**src/hdl/vps_pkg.sv**
```systemverilog
`default_nettype none
package vps_pkg;
  // Parameter bus geometry
  localparam int         ADDR_W        = 5;
  localparam int         DATA_W        = 32;
  localparam int         PARAM_W       = 16;
  // Register byte offsets
  localparam logic [4:0] OFS_WIDTH     = 5'h00;
  localparam logic [4:0] OFS_HEIGHT    = 5'h04;
  localparam logic [4:0] OFS_FIELD     = 5'h08;
  localparam logic [4:0] OFS_BYPASS    = 5'h0c;
  localparam logic [4:0] OFS_KEEP      = 5'h10;
  localparam logic [4:0] OFS_STILL_TH  = 5'h14;
  localparam logic [4:0] OFS_SLOW_TH   = 5'h18;
  localparam logic [4:0] OFS_UPDATE    = 5'h1c;
  // Single-bit fields sit in bit 0
  localparam int         FLAG_BIT      = 0;
  // Generation-time frame limits and field/threshold defaults
  localparam int         MAX_WIDTH     = 1920;
  localparam int         MAX_HEIGHT    = 1080;
  localparam int         MIN_DIM_M1    = 63;
  localparam logic [15:0] RST_WIDTH    = 16'(MAX_WIDTH - 1);
  localparam logic [15:0] RST_HEIGHT   = 16'(MAX_HEIGHT - 1);
  localparam logic [15:0] RST_FIELD    = 16'h0000;
  localparam logic [15:0] RST_BYPASS   = 16'h0000;
  localparam logic [15:0] RST_KEEP     = 16'h0000;
  localparam logic [15:0] RST_STILL_TH = 16'h0100;
  localparam logic [15:0] RST_SLOW_TH  = 16'h0400;
  localparam logic        RST_UPDATE   = 1'b0;
  // Memory layout options fixed at generation
  localparam int         PIX_BITS      = 16;
  localparam int         MEM_DATA_W    = 32;
  localparam int         BURST_LEN     = 8;
  localparam int         BURST_CNT     = 1;
  localparam int         BURST_BITS    = (BURST_LEN * BURST_CNT / 2) * MEM_DATA_W;
  localparam bit         INTER_ALGO    = 1'b1;
  localparam bit         FRC_EN        = 1'b0;
  localparam int         BASE_FRAMES   = 2;
  localparam logic [2:0] FRAME_SPACES  = 3'(BASE_FRAMES + int'(INTER_ALGO) + int'(FRC_EN));
endpackage : vps_pkg
`default_nettype wire

```
**src/hdl/vps_shadow_reg.sv**
```systemverilog
`timescale 1ns/100ps
`default_nettype none
// One double-buffered parameter: host side shadow plus working copy
module vps_shadow_reg #(
  parameter int               W     = 16,
  parameter logic [W-1:0]     RST   = '0
) (
  input  wire logic           sys_clk,
  input  wire logic           reset_n,
  input  wire logic           wr_en,
  input  wire logic [W-1:0]   wdata,
  input  wire logic           load,
  output logic      [W-1:0]   shadow_q,
  output logic      [W-1:0]   work_q
);
  // Shadow takes host writes; working copy only moves on a load
  always_ff @(posedge sys_clk) begin
    if (!reset_n) begin
      shadow_q <= RST;
      work_q   <= RST;
    end else begin
      if (wr_en) shadow_q <= wdata;
      if (load)  work_q   <= shadow_q;
    end
  end
endmodule // vps_shadow_reg
`default_nettype wire

```
**src/hdl/vps_line_bursts.sv**
```systemverilog
`timescale 1ns/100ps
`default_nettype none
// Splits one video line into memory bursts and checks the burst fits a line
module vps_line_bursts (
  input  wire logic        sys_clk,
  input  wire logic        reset_n,
  input  wire logic [15:0] width_m1,
  output logic      [15:0] bursts_per_line,
  output logic             burst_fits_line
);
  localparam logic [31:0] BURST_BITS = 32'(vps_pkg::BURST_BITS);
  localparam logic [31:0] PIX_BITS   = 32'(vps_pkg::PIX_BITS);

  wire logic [31:0] line_bits = (32'(width_m1) + 32'h1) * PIX_BITS;
  // Divisor is a constant, so this folds to shifts for power-of-two bursts
  wire logic [31:0] n_bursts  = (line_bits + BURST_BITS - 32'h1) / BURST_BITS;

  always_ff @(posedge sys_clk) begin
    if (!reset_n) begin
      bursts_per_line <= 16'h0000;
      burst_fits_line <= 1'b0;
    end else begin
      bursts_per_line <= n_bursts[15:0];
      burst_fits_line <= (BURST_BITS <= line_bits);
    end
  end
endmodule // vps_line_bursts
`default_nettype wire

```
**src/hdl/vps_regs.sv**
```systemverilog
// Behaviour
// - Writes go to shadow registers; working copies change only at commit points.
// - First field 0 means top first, 1 bottom first; generation default.
// - Bypass 1 passes interlaced video unchanged; 0 processes; resets to 0.
// - Keep 1 locks: repeat frame with rate conversion, else no output.
// - Still threshold, up to 65535, bounds still pixels for inter algorithm.
// - Host sets update flag; device clears it after loading working registers.
// - Keep and both thresholds take effect at next frame start regardless.
// - With update set, size, field and bypass load at input frame start.
// - Lines move to memory as several burst transactions.
// - One burst must not exceed one video line.
// - Weave, bob, intra use two frame spaces, three with rate conversion.
// - Inter uses three frame spaces, four with rate conversion.
// - Bus has high write strobe, 5-bit address, read and write data.
`timescale 1ns/100ps
`default_nettype none
module vps_regs (
  input  wire logic        sys_clk,
  input  wire logic        reset_n,
  input  wire logic        param_write,
  input  wire logic [4:0]  param_addr,
  input  wire logic [31:0] param_wdata,
  output logic      [31:0] param_rdata,
  input  wire logic        frame_start,
  output logic      [15:0] work_width_m1,
  output logic      [15:0] work_height_m1,
  output logic             work_first_field,
  output logic             work_bypass,
  output logic             work_keep,
  output logic      [15:0] work_still_th,
  output logic      [15:0] work_slow_th,
  output logic             repeat_frame,
  output logic             suppress_frames,
  output logic             update_pending,
  output logic      [15:0] bursts_per_line,
  output logic             burst_fits_line,
  output logic      [2:0]  frame_spaces
);
  // Rate conversion option, used by the lock checks below
  localparam bit FRC_ON = vps_pkg::FRC_EN;

  // Update flag register
  logic update_flag;

  // Shadow copies, read back by the host, then the 1-bit working copies
  logic [15:0] sh_width;
  logic [15:0] sh_height;
  logic [0:0]  sh_field;
  logic [0:0]  sh_bypass;
  logic [0:0]  sh_keep;
  logic [15:0] sh_still;
  logic [15:0] sh_slow;
  logic [0:0]  wk_field;
  logic [0:0]  wk_bypass;
  logic [0:0]  wk_keep;

  // Address hits, shared by the write decode and the read mux
  wire logic hit_width  = (param_addr == vps_pkg::OFS_WIDTH);
  wire logic hit_height = (param_addr == vps_pkg::OFS_HEIGHT);
  wire logic hit_field  = (param_addr == vps_pkg::OFS_FIELD);
  wire logic hit_bypass = (param_addr == vps_pkg::OFS_BYPASS);
  wire logic hit_keep   = (param_addr == vps_pkg::OFS_KEEP);
  wire logic hit_still  = (param_addr == vps_pkg::OFS_STILL_TH);
  wire logic hit_slow   = (param_addr == vps_pkg::OFS_SLOW_TH);
  wire logic hit_update = (param_addr == vps_pkg::OFS_UPDATE);

  // Write decode; parameter writes are shut out while a commit is pending
  wire logic open_wr   = param_write && !update_flag;
  wire logic wr_width  = open_wr && hit_width;
  wire logic wr_height = open_wr && hit_height;
  wire logic wr_field  = open_wr && hit_field;
  wire logic wr_bypass = open_wr && hit_bypass;
  wire logic wr_keep   = open_wr && hit_keep;
  wire logic wr_still  = open_wr && hit_still;
  wire logic wr_slow   = open_wr && hit_slow;
  wire logic wr_update = open_wr && hit_update;

  // Commit points: frame geometry waits for update, per-frame values do not.
  // A frame in flight keeps its working copy, so a host write never tears it
  wire logic commit    = frame_start && update_flag;
  wire logic frame_ld  = frame_start;

  // Flags keep only bit 0; wide values keep the low 16 bits
  wire logic [15:0] wd16 = param_wdata[15:0];
  wire logic        wd1  = param_wdata[vps_pkg::FLAG_BIT];

  vps_shadow_reg #(.W(16), .RST(vps_pkg::RST_WIDTH)) u_width (
    .sys_clk  (sys_clk),
    .reset_n  (reset_n),
    .wr_en    (wr_width),
    .wdata    (wd16),
    .load     (commit),
    .shadow_q (sh_width),
    .work_q   (work_width_m1)
  );

  vps_shadow_reg #(.W(16), .RST(vps_pkg::RST_HEIGHT)) u_height (
    .sys_clk  (sys_clk),
    .reset_n  (reset_n),
    .wr_en    (wr_height),
    .wdata    (wd16),
    .load     (commit),
    .shadow_q (sh_height),
    .work_q   (work_height_m1)
  );

  vps_shadow_reg #(.W(1), .RST(vps_pkg::RST_FIELD[0])) u_field (
    .sys_clk  (sys_clk),
    .reset_n  (reset_n),
    .wr_en    (wr_field),
    .wdata    (wd1),
    .load     (commit),
    .shadow_q (sh_field),
    .work_q   (wk_field)
  );

  vps_shadow_reg #(.W(1), .RST(vps_pkg::RST_BYPASS[0])) u_bypass (
    .sys_clk  (sys_clk),
    .reset_n  (reset_n),
    .wr_en    (wr_bypass),
    .wdata    (wd1),
    .load     (commit),
    .shadow_q (sh_bypass),
    .work_q   (wk_bypass)
  );

  vps_shadow_reg #(.W(1), .RST(vps_pkg::RST_KEEP[0])) u_keep (
    .sys_clk  (sys_clk),
    .reset_n  (reset_n),
    .wr_en    (wr_keep),
    .wdata    (wd1),
    .load     (frame_ld),
    .shadow_q (sh_keep),
    .work_q   (wk_keep)
  );

  vps_shadow_reg #(.W(16), .RST(vps_pkg::RST_STILL_TH)) u_still (
    .sys_clk  (sys_clk),
    .reset_n  (reset_n),
    .wr_en    (wr_still),
    .wdata    (wd16),
    .load     (frame_ld),
    .shadow_q (sh_still),
    .work_q   (work_still_th)
  );

  vps_shadow_reg #(.W(16), .RST(vps_pkg::RST_SLOW_TH)) u_slow (
    .sys_clk  (sys_clk),
    .reset_n  (reset_n),
    .wr_en    (wr_slow),
    .wdata    (wd16),
    .load     (frame_ld),
    .shadow_q (sh_slow),
    .work_q   (work_slow_th)
  );

  // Working flags as plain levels for the datapath
  assign work_first_field = wk_field[0];
  assign work_bypass      = wk_bypass[0];
  assign work_keep        = wk_keep[0];
  assign update_pending   = update_flag;

  // Frame memory sized by algorithm and rate conversion
  assign frame_spaces = vps_pkg::FRAME_SPACES;

  // Lock behaviour follows the rate conversion option
  always_ff @(posedge sys_clk) begin
    if (!reset_n) begin
      repeat_frame    <= 1'b0;
      suppress_frames <= 1'b0;
    end else if (frame_ld) begin
      repeat_frame    <= sh_keep[0] && vps_pkg::FRC_EN;
      suppress_frames <= sh_keep[0] && !vps_pkg::FRC_EN;
    end
  end

  // Update flag: host sets, commit clears; no collision since writes are
  // refused while the flag is up and a commit needs the flag up
  always_ff @(posedge sys_clk) begin
    if (!reset_n) begin
      update_flag <= vps_pkg::RST_UPDATE;
    end else if (commit) begin
      update_flag <= 1'b0;
    end else if (wr_update) begin
      update_flag <= param_wdata[vps_pkg::FLAG_BIT];
    end
  end

  // Read mux: shadow contents, zero upper bits, zero for holes
  wire logic [15:0] rd_sel =
    hit_width  ? sh_width                 :
    hit_height ? sh_height                :
    hit_field  ? {15'h0000, sh_field}     :
    hit_bypass ? {15'h0000, sh_bypass}    :
    hit_keep   ? {15'h0000, sh_keep}      :
    hit_still  ? sh_still                 :
    hit_slow   ? sh_slow                  :
    hit_update ? {15'h0000, update_flag}  :
                 16'h0000;

  // Registered read data, one cycle behind the address
  always_ff @(posedge sys_clk) begin
    if (!reset_n) param_rdata <= 32'h0000_0000;
    else          param_rdata <= {16'h0000, rd_sel};
  end

  // Burst split of the current working line
  vps_line_bursts u_bursts (
    .sys_clk         (sys_clk),
    .reset_n         (reset_n),
    .width_m1        (work_width_m1),
    .bursts_per_line (bursts_per_line),
    .burst_fits_line (burst_fits_line)
  );

  // Checks
  chk_commit_clears: assert property (@(posedge sys_clk) disable iff (!reset_n)
    frame_start && update_flag |=> !update_flag)
    else $error("update flag not cleared after commit");

  chk_update_sets: assert property (@(posedge sys_clk) disable iff (!reset_n)
    wr_update && param_wdata[vps_pkg::FLAG_BIT] |=> update_flag)
    else $error("update flag not set by host write");

  chk_commit_size: assert property (@(posedge sys_clk) disable iff (!reset_n)
    commit |=> work_width_m1 == $past(sh_width) && work_height_m1 == $past(sh_height))
    else $error("frame size not committed");

  chk_hold_size: assert property (@(posedge sys_clk) disable iff (!reset_n)
    !commit |=> $stable(work_width_m1) && $stable(work_height_m1))
    else $error("working size moved without commit");

  chk_field_bypass: assert property (@(posedge sys_clk) disable iff (!reset_n)
    commit |=> work_first_field == $past(sh_field[0]) && work_bypass == $past(sh_bypass[0]))
    else $error("field or bypass not committed");

  chk_bypass_hold: assert property (@(posedge sys_clk) disable iff (!reset_n)
    !commit |=> $stable(work_bypass) && $stable(work_first_field))
    else $error("bypass moved without commit");

  chk_frame_params: assert property (@(posedge sys_clk) disable iff (!reset_n)
    frame_start |=> work_keep == $past(sh_keep[0]) && work_slow_th == $past(sh_slow))
    else $error("keep or slow threshold not applied at frame");

  chk_still_th: assert property (@(posedge sys_clk) disable iff (!reset_n)
    !frame_start |=> $stable(work_still_th))
    else $error("still threshold moved mid frame");

  chk_keep_mode: assert property (@(posedge sys_clk) disable iff (!reset_n)
    frame_start ##1 !frame_start |-> repeat_frame == (work_keep && FRC_ON)
      && suppress_frames == (work_keep && !FRC_ON))
    else $error("lock mode disagrees with keep");

  chk_write_blocked: assert property (@(posedge sys_clk) disable iff (!reset_n)
    update_flag && param_write |=> $stable(sh_width) && $stable(sh_keep))
    else $error("shadow written while commit pending");

  chk_read_hole: assert property (@(posedge sys_clk) disable iff (!reset_n)
    param_addr[1:0] != 2'b00 |=> param_rdata == 32'h0000_0000)
    else $error("unmapped read not zero");

  chk_still_frame: assert property (@(posedge sys_clk) disable iff (!reset_n)
    frame_start |=> work_still_th == $past(sh_still))
    else $error("still threshold not applied at frame");

  chk_hold_frame: assert property (@(posedge sys_clk) disable iff (!reset_n)
    !frame_start |=> $stable(work_keep) && $stable(work_slow_th))
    else $error("keep or slow threshold moved mid frame");

  chk_lock_excl: assert property (@(posedge sys_clk) disable iff (!reset_n)
    !(repeat_frame && suppress_frames))
    else $error("repeat and suppress both active");

  chk_refuse_rest: assert property (@(posedge sys_clk) disable iff (!reset_n)
    update_flag && param_write |=> $stable(sh_height) && $stable(sh_field)
      && $stable(sh_bypass) && $stable(sh_still) && $stable(sh_slow))
    else $error("other shadow written while commit pending");

  chk_flag_holds: assert property (@(posedge sys_clk) disable iff (!reset_n)
    update_flag && !frame_start |=> update_flag)
    else $error("update flag dropped without frame start");

  chk_flag_idle: assert property (@(posedge sys_clk) disable iff (!reset_n)
    !update_flag && !wr_update |=> !update_flag)
    else $error("update flag rose without host write");

  // Sampled reset in the antecedent skips the edge that releases reset
  chk_read_width: assert property (@(posedge sys_clk) disable iff (!reset_n)
    reset_n && hit_width |=> param_rdata == {16'h0000, $past(sh_width)})
    else $error("width read back wrong");

  chk_read_bypass: assert property (@(posedge sys_clk) disable iff (!reset_n)
    reset_n && hit_bypass |=> param_rdata == {31'h0000_0000, $past(sh_bypass)})
    else $error("bypass read back wrong");

  chk_read_flag: assert property (@(posedge sys_clk) disable iff (!reset_n)
    reset_n && hit_update |=> param_rdata == {31'h0000_0000, $past(update_flag)})
    else $error("update flag read back wrong");
endmodule // vps_regs
`default_nettype wire

```
**config.mk**
```make
export PLATFORM = sky130hd
export DESIGN_NAME = vps_regs
export DESIGN_NICKNAME = d
export VERILOG_FILES = /design/src/hdl/vps_pkg.sv /design/src/hdl/vps_shadow_reg.sv /design/src/hdl/vps_line_bursts.sv /design/src/hdl/vps_regs.sv
export SDC_FILE = /design/constraint.sdc
export NUM_CORES = 1
export LEC_CHECK = 0
export BUFFER_PORTS_ARGS = -buffer_cell sky130_fd_sc_hd__buf_2
export CAP_MARGIN = 10
export CELL_PAD_IN_SITES_DETAIL_PLACEMENT = 0
export CELL_PAD_IN_SITES_GLOBAL_PLACEMENT = 1
export CORE_MARGIN = 2
export CORE_UTILIZATION = 40
export DETAILED_ROUTE_END_ITERATION = 10
export MAX_ROUTING_LAYER = met4
export PLACE_DENSITY = 0.79
export SYNTH_ARGS = -nofsm -noshare
export SYNTH_HDL_FRONTEND = slang
export SYNTH_SLANG_ARGS = --single-unit
```
**constraint.sdc**
```tcl
create_clock -name sys_clk -period 2.91 [get_ports sys_clk]
set_input_delay 0.4365 -clock sys_clk [delete_from_list [all_inputs] [get_ports sys_clk]]
set_output_delay 0.4365 -clock sys_clk [all_outputs]
set_load 0.02 [all_outputs]
```
==> out/qor.yml <==
worstSetupEndpointType: "flop"
wl_per_cell_um: 15.55
p_leak_nw: 3.506
dieArea_sq_um: 18700
fin_ws_ns: 0.5048
antenna_found_initial: 0
vias_per_cell: 5.131
slowest_delay_ns: 0.70
hpwl_um: 12710
crit_family: "simple AND/OR/NAND/NOR gates"
rsz0062_at_grt: "no"
cp.arrival_ns: 2.70
clock_latency_ns: 0.42
ys_types: 64
holdWs_ns: 0.2818
num_rows: 48
dr.pass1.iters: 5
pre_cts_ws_ns: 0.5333
grt_pass1_vias: 5440
area_growth_pct: 18.39
cp.required_ns: 3.21
synth_edf_count: 0
grt_max_degree: 76
setup_tns_ns: 0
synth_fa_ha_area_share_pct: 0.3550
yosys_most_used_dff: "dfxtp_1"
fin_cells: 1184
synth_async_sr_flop_share_pct: 0
post_cts_buffers: 0
timing.final.crit_period_ns: 2.405
status: "completed"
p_per_area_nw_per_um2: 568.4
fin_skew_ns: 0.007213
synth_seq_cells: 167
fp.dieH_um: 136.8
hp-class: "primary input to flop"
fp.dieW_um: 136.8
cts_hold_buf: 0
synth_top_area_cell: "dfxtp_1"
numCtsBuffers: 17
synth_area_sq_um: 7049
synth_top_family_by_area: "simple AND/OR/NAND/NOR gates"
root_buffer: "clkbuf_16"
seq_area_frac_synth_pct: 47.43
post-route-period-util_pct: 82.65
start_kind: "flop"
critPathBufInv: 0
yosysTopAreaCellShare_pct: 47.43
worstMarginPinSlew_ns: 0.6324
slew_headroom_pct: 57.74
start_util_pct: 40.90
cts_sinks: 167
layout.nets: 989
peakVddDrop_mv: 0.4347
critical_path_class: "flop to flop"
synth.avg_cell_area_sq_um: 8.362
ys_warn_count: 0
path_max_fanout: 15
grt_usage_pct: 20.87
finalSetupViolations: 0
grt-ovfl-total: 0
place_inst: 1152
clk_pin_slew_ns: 0.07
drc_errors: 0
muxShareOfSynthArea_pct: 5.715
synth_area_leaders: "dfxtp_1, nand2_1, a21oi_1"
io_pins: 163
clock_path_buffers: 2
core-area_sq_um: 17240
synth_cells: 843
crit_chain: "nand3_2, or4_4, a32oi_2, nand3_2, nor3_1, nor3_2"
crit_slowest_cell: "dfxtp_1"
hold_violations: 0
n_antenna_cell: 0
yosysMostFrequentCell: "nand2_1"
drive_above_1_share_pct: 20.65
cts_tree: "yes"
dr_total_vias: 6075
synth_compound_area_share_pct: 13.19
port_buffers: 125
drt_iter0_drc: 435
drt_wl_total_um: 18410
synthSimpleGateAreaFrac_pct: 24.49
ant_nets: 0
max-cap-violations: 0
final-max-slew-violation-count: 0
grt_pass1_wl_um: 29640
cts_resized: 0
max_freq_mhz: 415.8
htreeDepth: 4
crit_path_frequent_cell: "nand3_2"
synth_common_cells: "nand2_1, dfxtp_1, a21oi_1, nor2_1, nand3_1"
gp_congestion: 0.8185
synthXorXnorAreaFrac_pct: 2.591
-- flip-flops by register name, summed over array words and instances (netlist names) --
name	cells
param_rdata	16
u_height.shadow_q	16
u_height.work_q	16
u_slow.shadow_q	16
u_slow.work_q	16
u_still.shadow_q	16
u_still.work_q	16
u_width.shadow_q	16
u_width.work_q	16
u_bursts.bursts_per_line	15
u_bursts.burst_fits_line	1
u_bypass.shadow_q	1
u_bypass.work_q	1
u_field.shadow_q	1
u_field.work_q	1
u_keep.shadow_q	1
u_keep.work_q	1
update_pending	1
-- tightest hold or removal path: cells and delay by family --
family                 cells  cell delay (ns)
and+or+nand+nor            2             0.12
buffers and inverters      1             0.12
-- path summary, 6_finish.rpt --
kind / startpoint / to / slack [ns] / cells after the start
setup / recovery: u_width.work_q[3] / u_bursts.bursts_per_line[11] / 0.50 / 6
hold / removal: param_wdata[4] / u_width.shadow_q[4] / 0.28 / 3
setup reg to reg: u_width.work_q[3] / u_bursts.bursts_per_line[11] / 0.50 / 6
hold reg to reg: u_bypass.work_q / u_bypass.work_q / 0.45 / 2
-- cell usage in the layout, fill, tap and decap left out, types with 6 or more instances in the layout --
cell       Yosys  layout
nand3_1       39      39
nor2_1        55      55
nor3_1        13      13
conb_1         2      22
buf_4         29      18
xnor2_1       12      12
mux2i_1       38      38
clkbuf_16      0      17
buf_2          9     125
a21oi_1       89      89
a22oi_1       30      30
and2_1         6       6
nand2_1      213     213
xor2_1         7       7
dfxtp_1      167     167
nand4_1       10      10
-- cell type report --
type	instances	area, sq um
Tap cell	225	281.5
Timing Repair Buffer	144	780.7
Clock buffer	18	439.2
Clock inverter	14	138.9
Fill cell	1733	8891
Multi-Input combinational cell	613	3349
Inverter	3	12.51
Sequential cell	167	3343
-- cells by family after synthesis --
group | after synthesis
simple gates | 379
compound gates | 151
mux | 39
other cells | 2
buf+inv | 83
xor+xnor | 20
flops | 167
fa+ha+maj | 2
-- stage by stage --
step	total power, mW	cell area, sq um	util [%]
2_1_floorplan	2.526	7124	-
3_3_place_gp	2.576	7767	45.06
3_5_place_dp	2.576	7767	45.06
4_1_cts	4.783	8346	48.42
5_1_grt	4.897	8346	48.42
6_report	4.744	8346	48.42
-- layer usage --
layer	track usage [%]	vias to the layer above	share of wire [%]
met2	28.89	199	43
met4	6.887	0	1.5
met5	-	-	0
met3	3.630	20	5.2
met1	30.52	2803	51
li1	-	3053	-
-- power by group --
part | total [mW] | switching, mW | internal, mW
registers | 2.32 | 0.0123 | 2.30
clock network | 2.22 | 0.993 | 1.23
logic | 0.209 | 0.152 | 0.0578
Note: power is estimated with default switching activity, not from simulation.
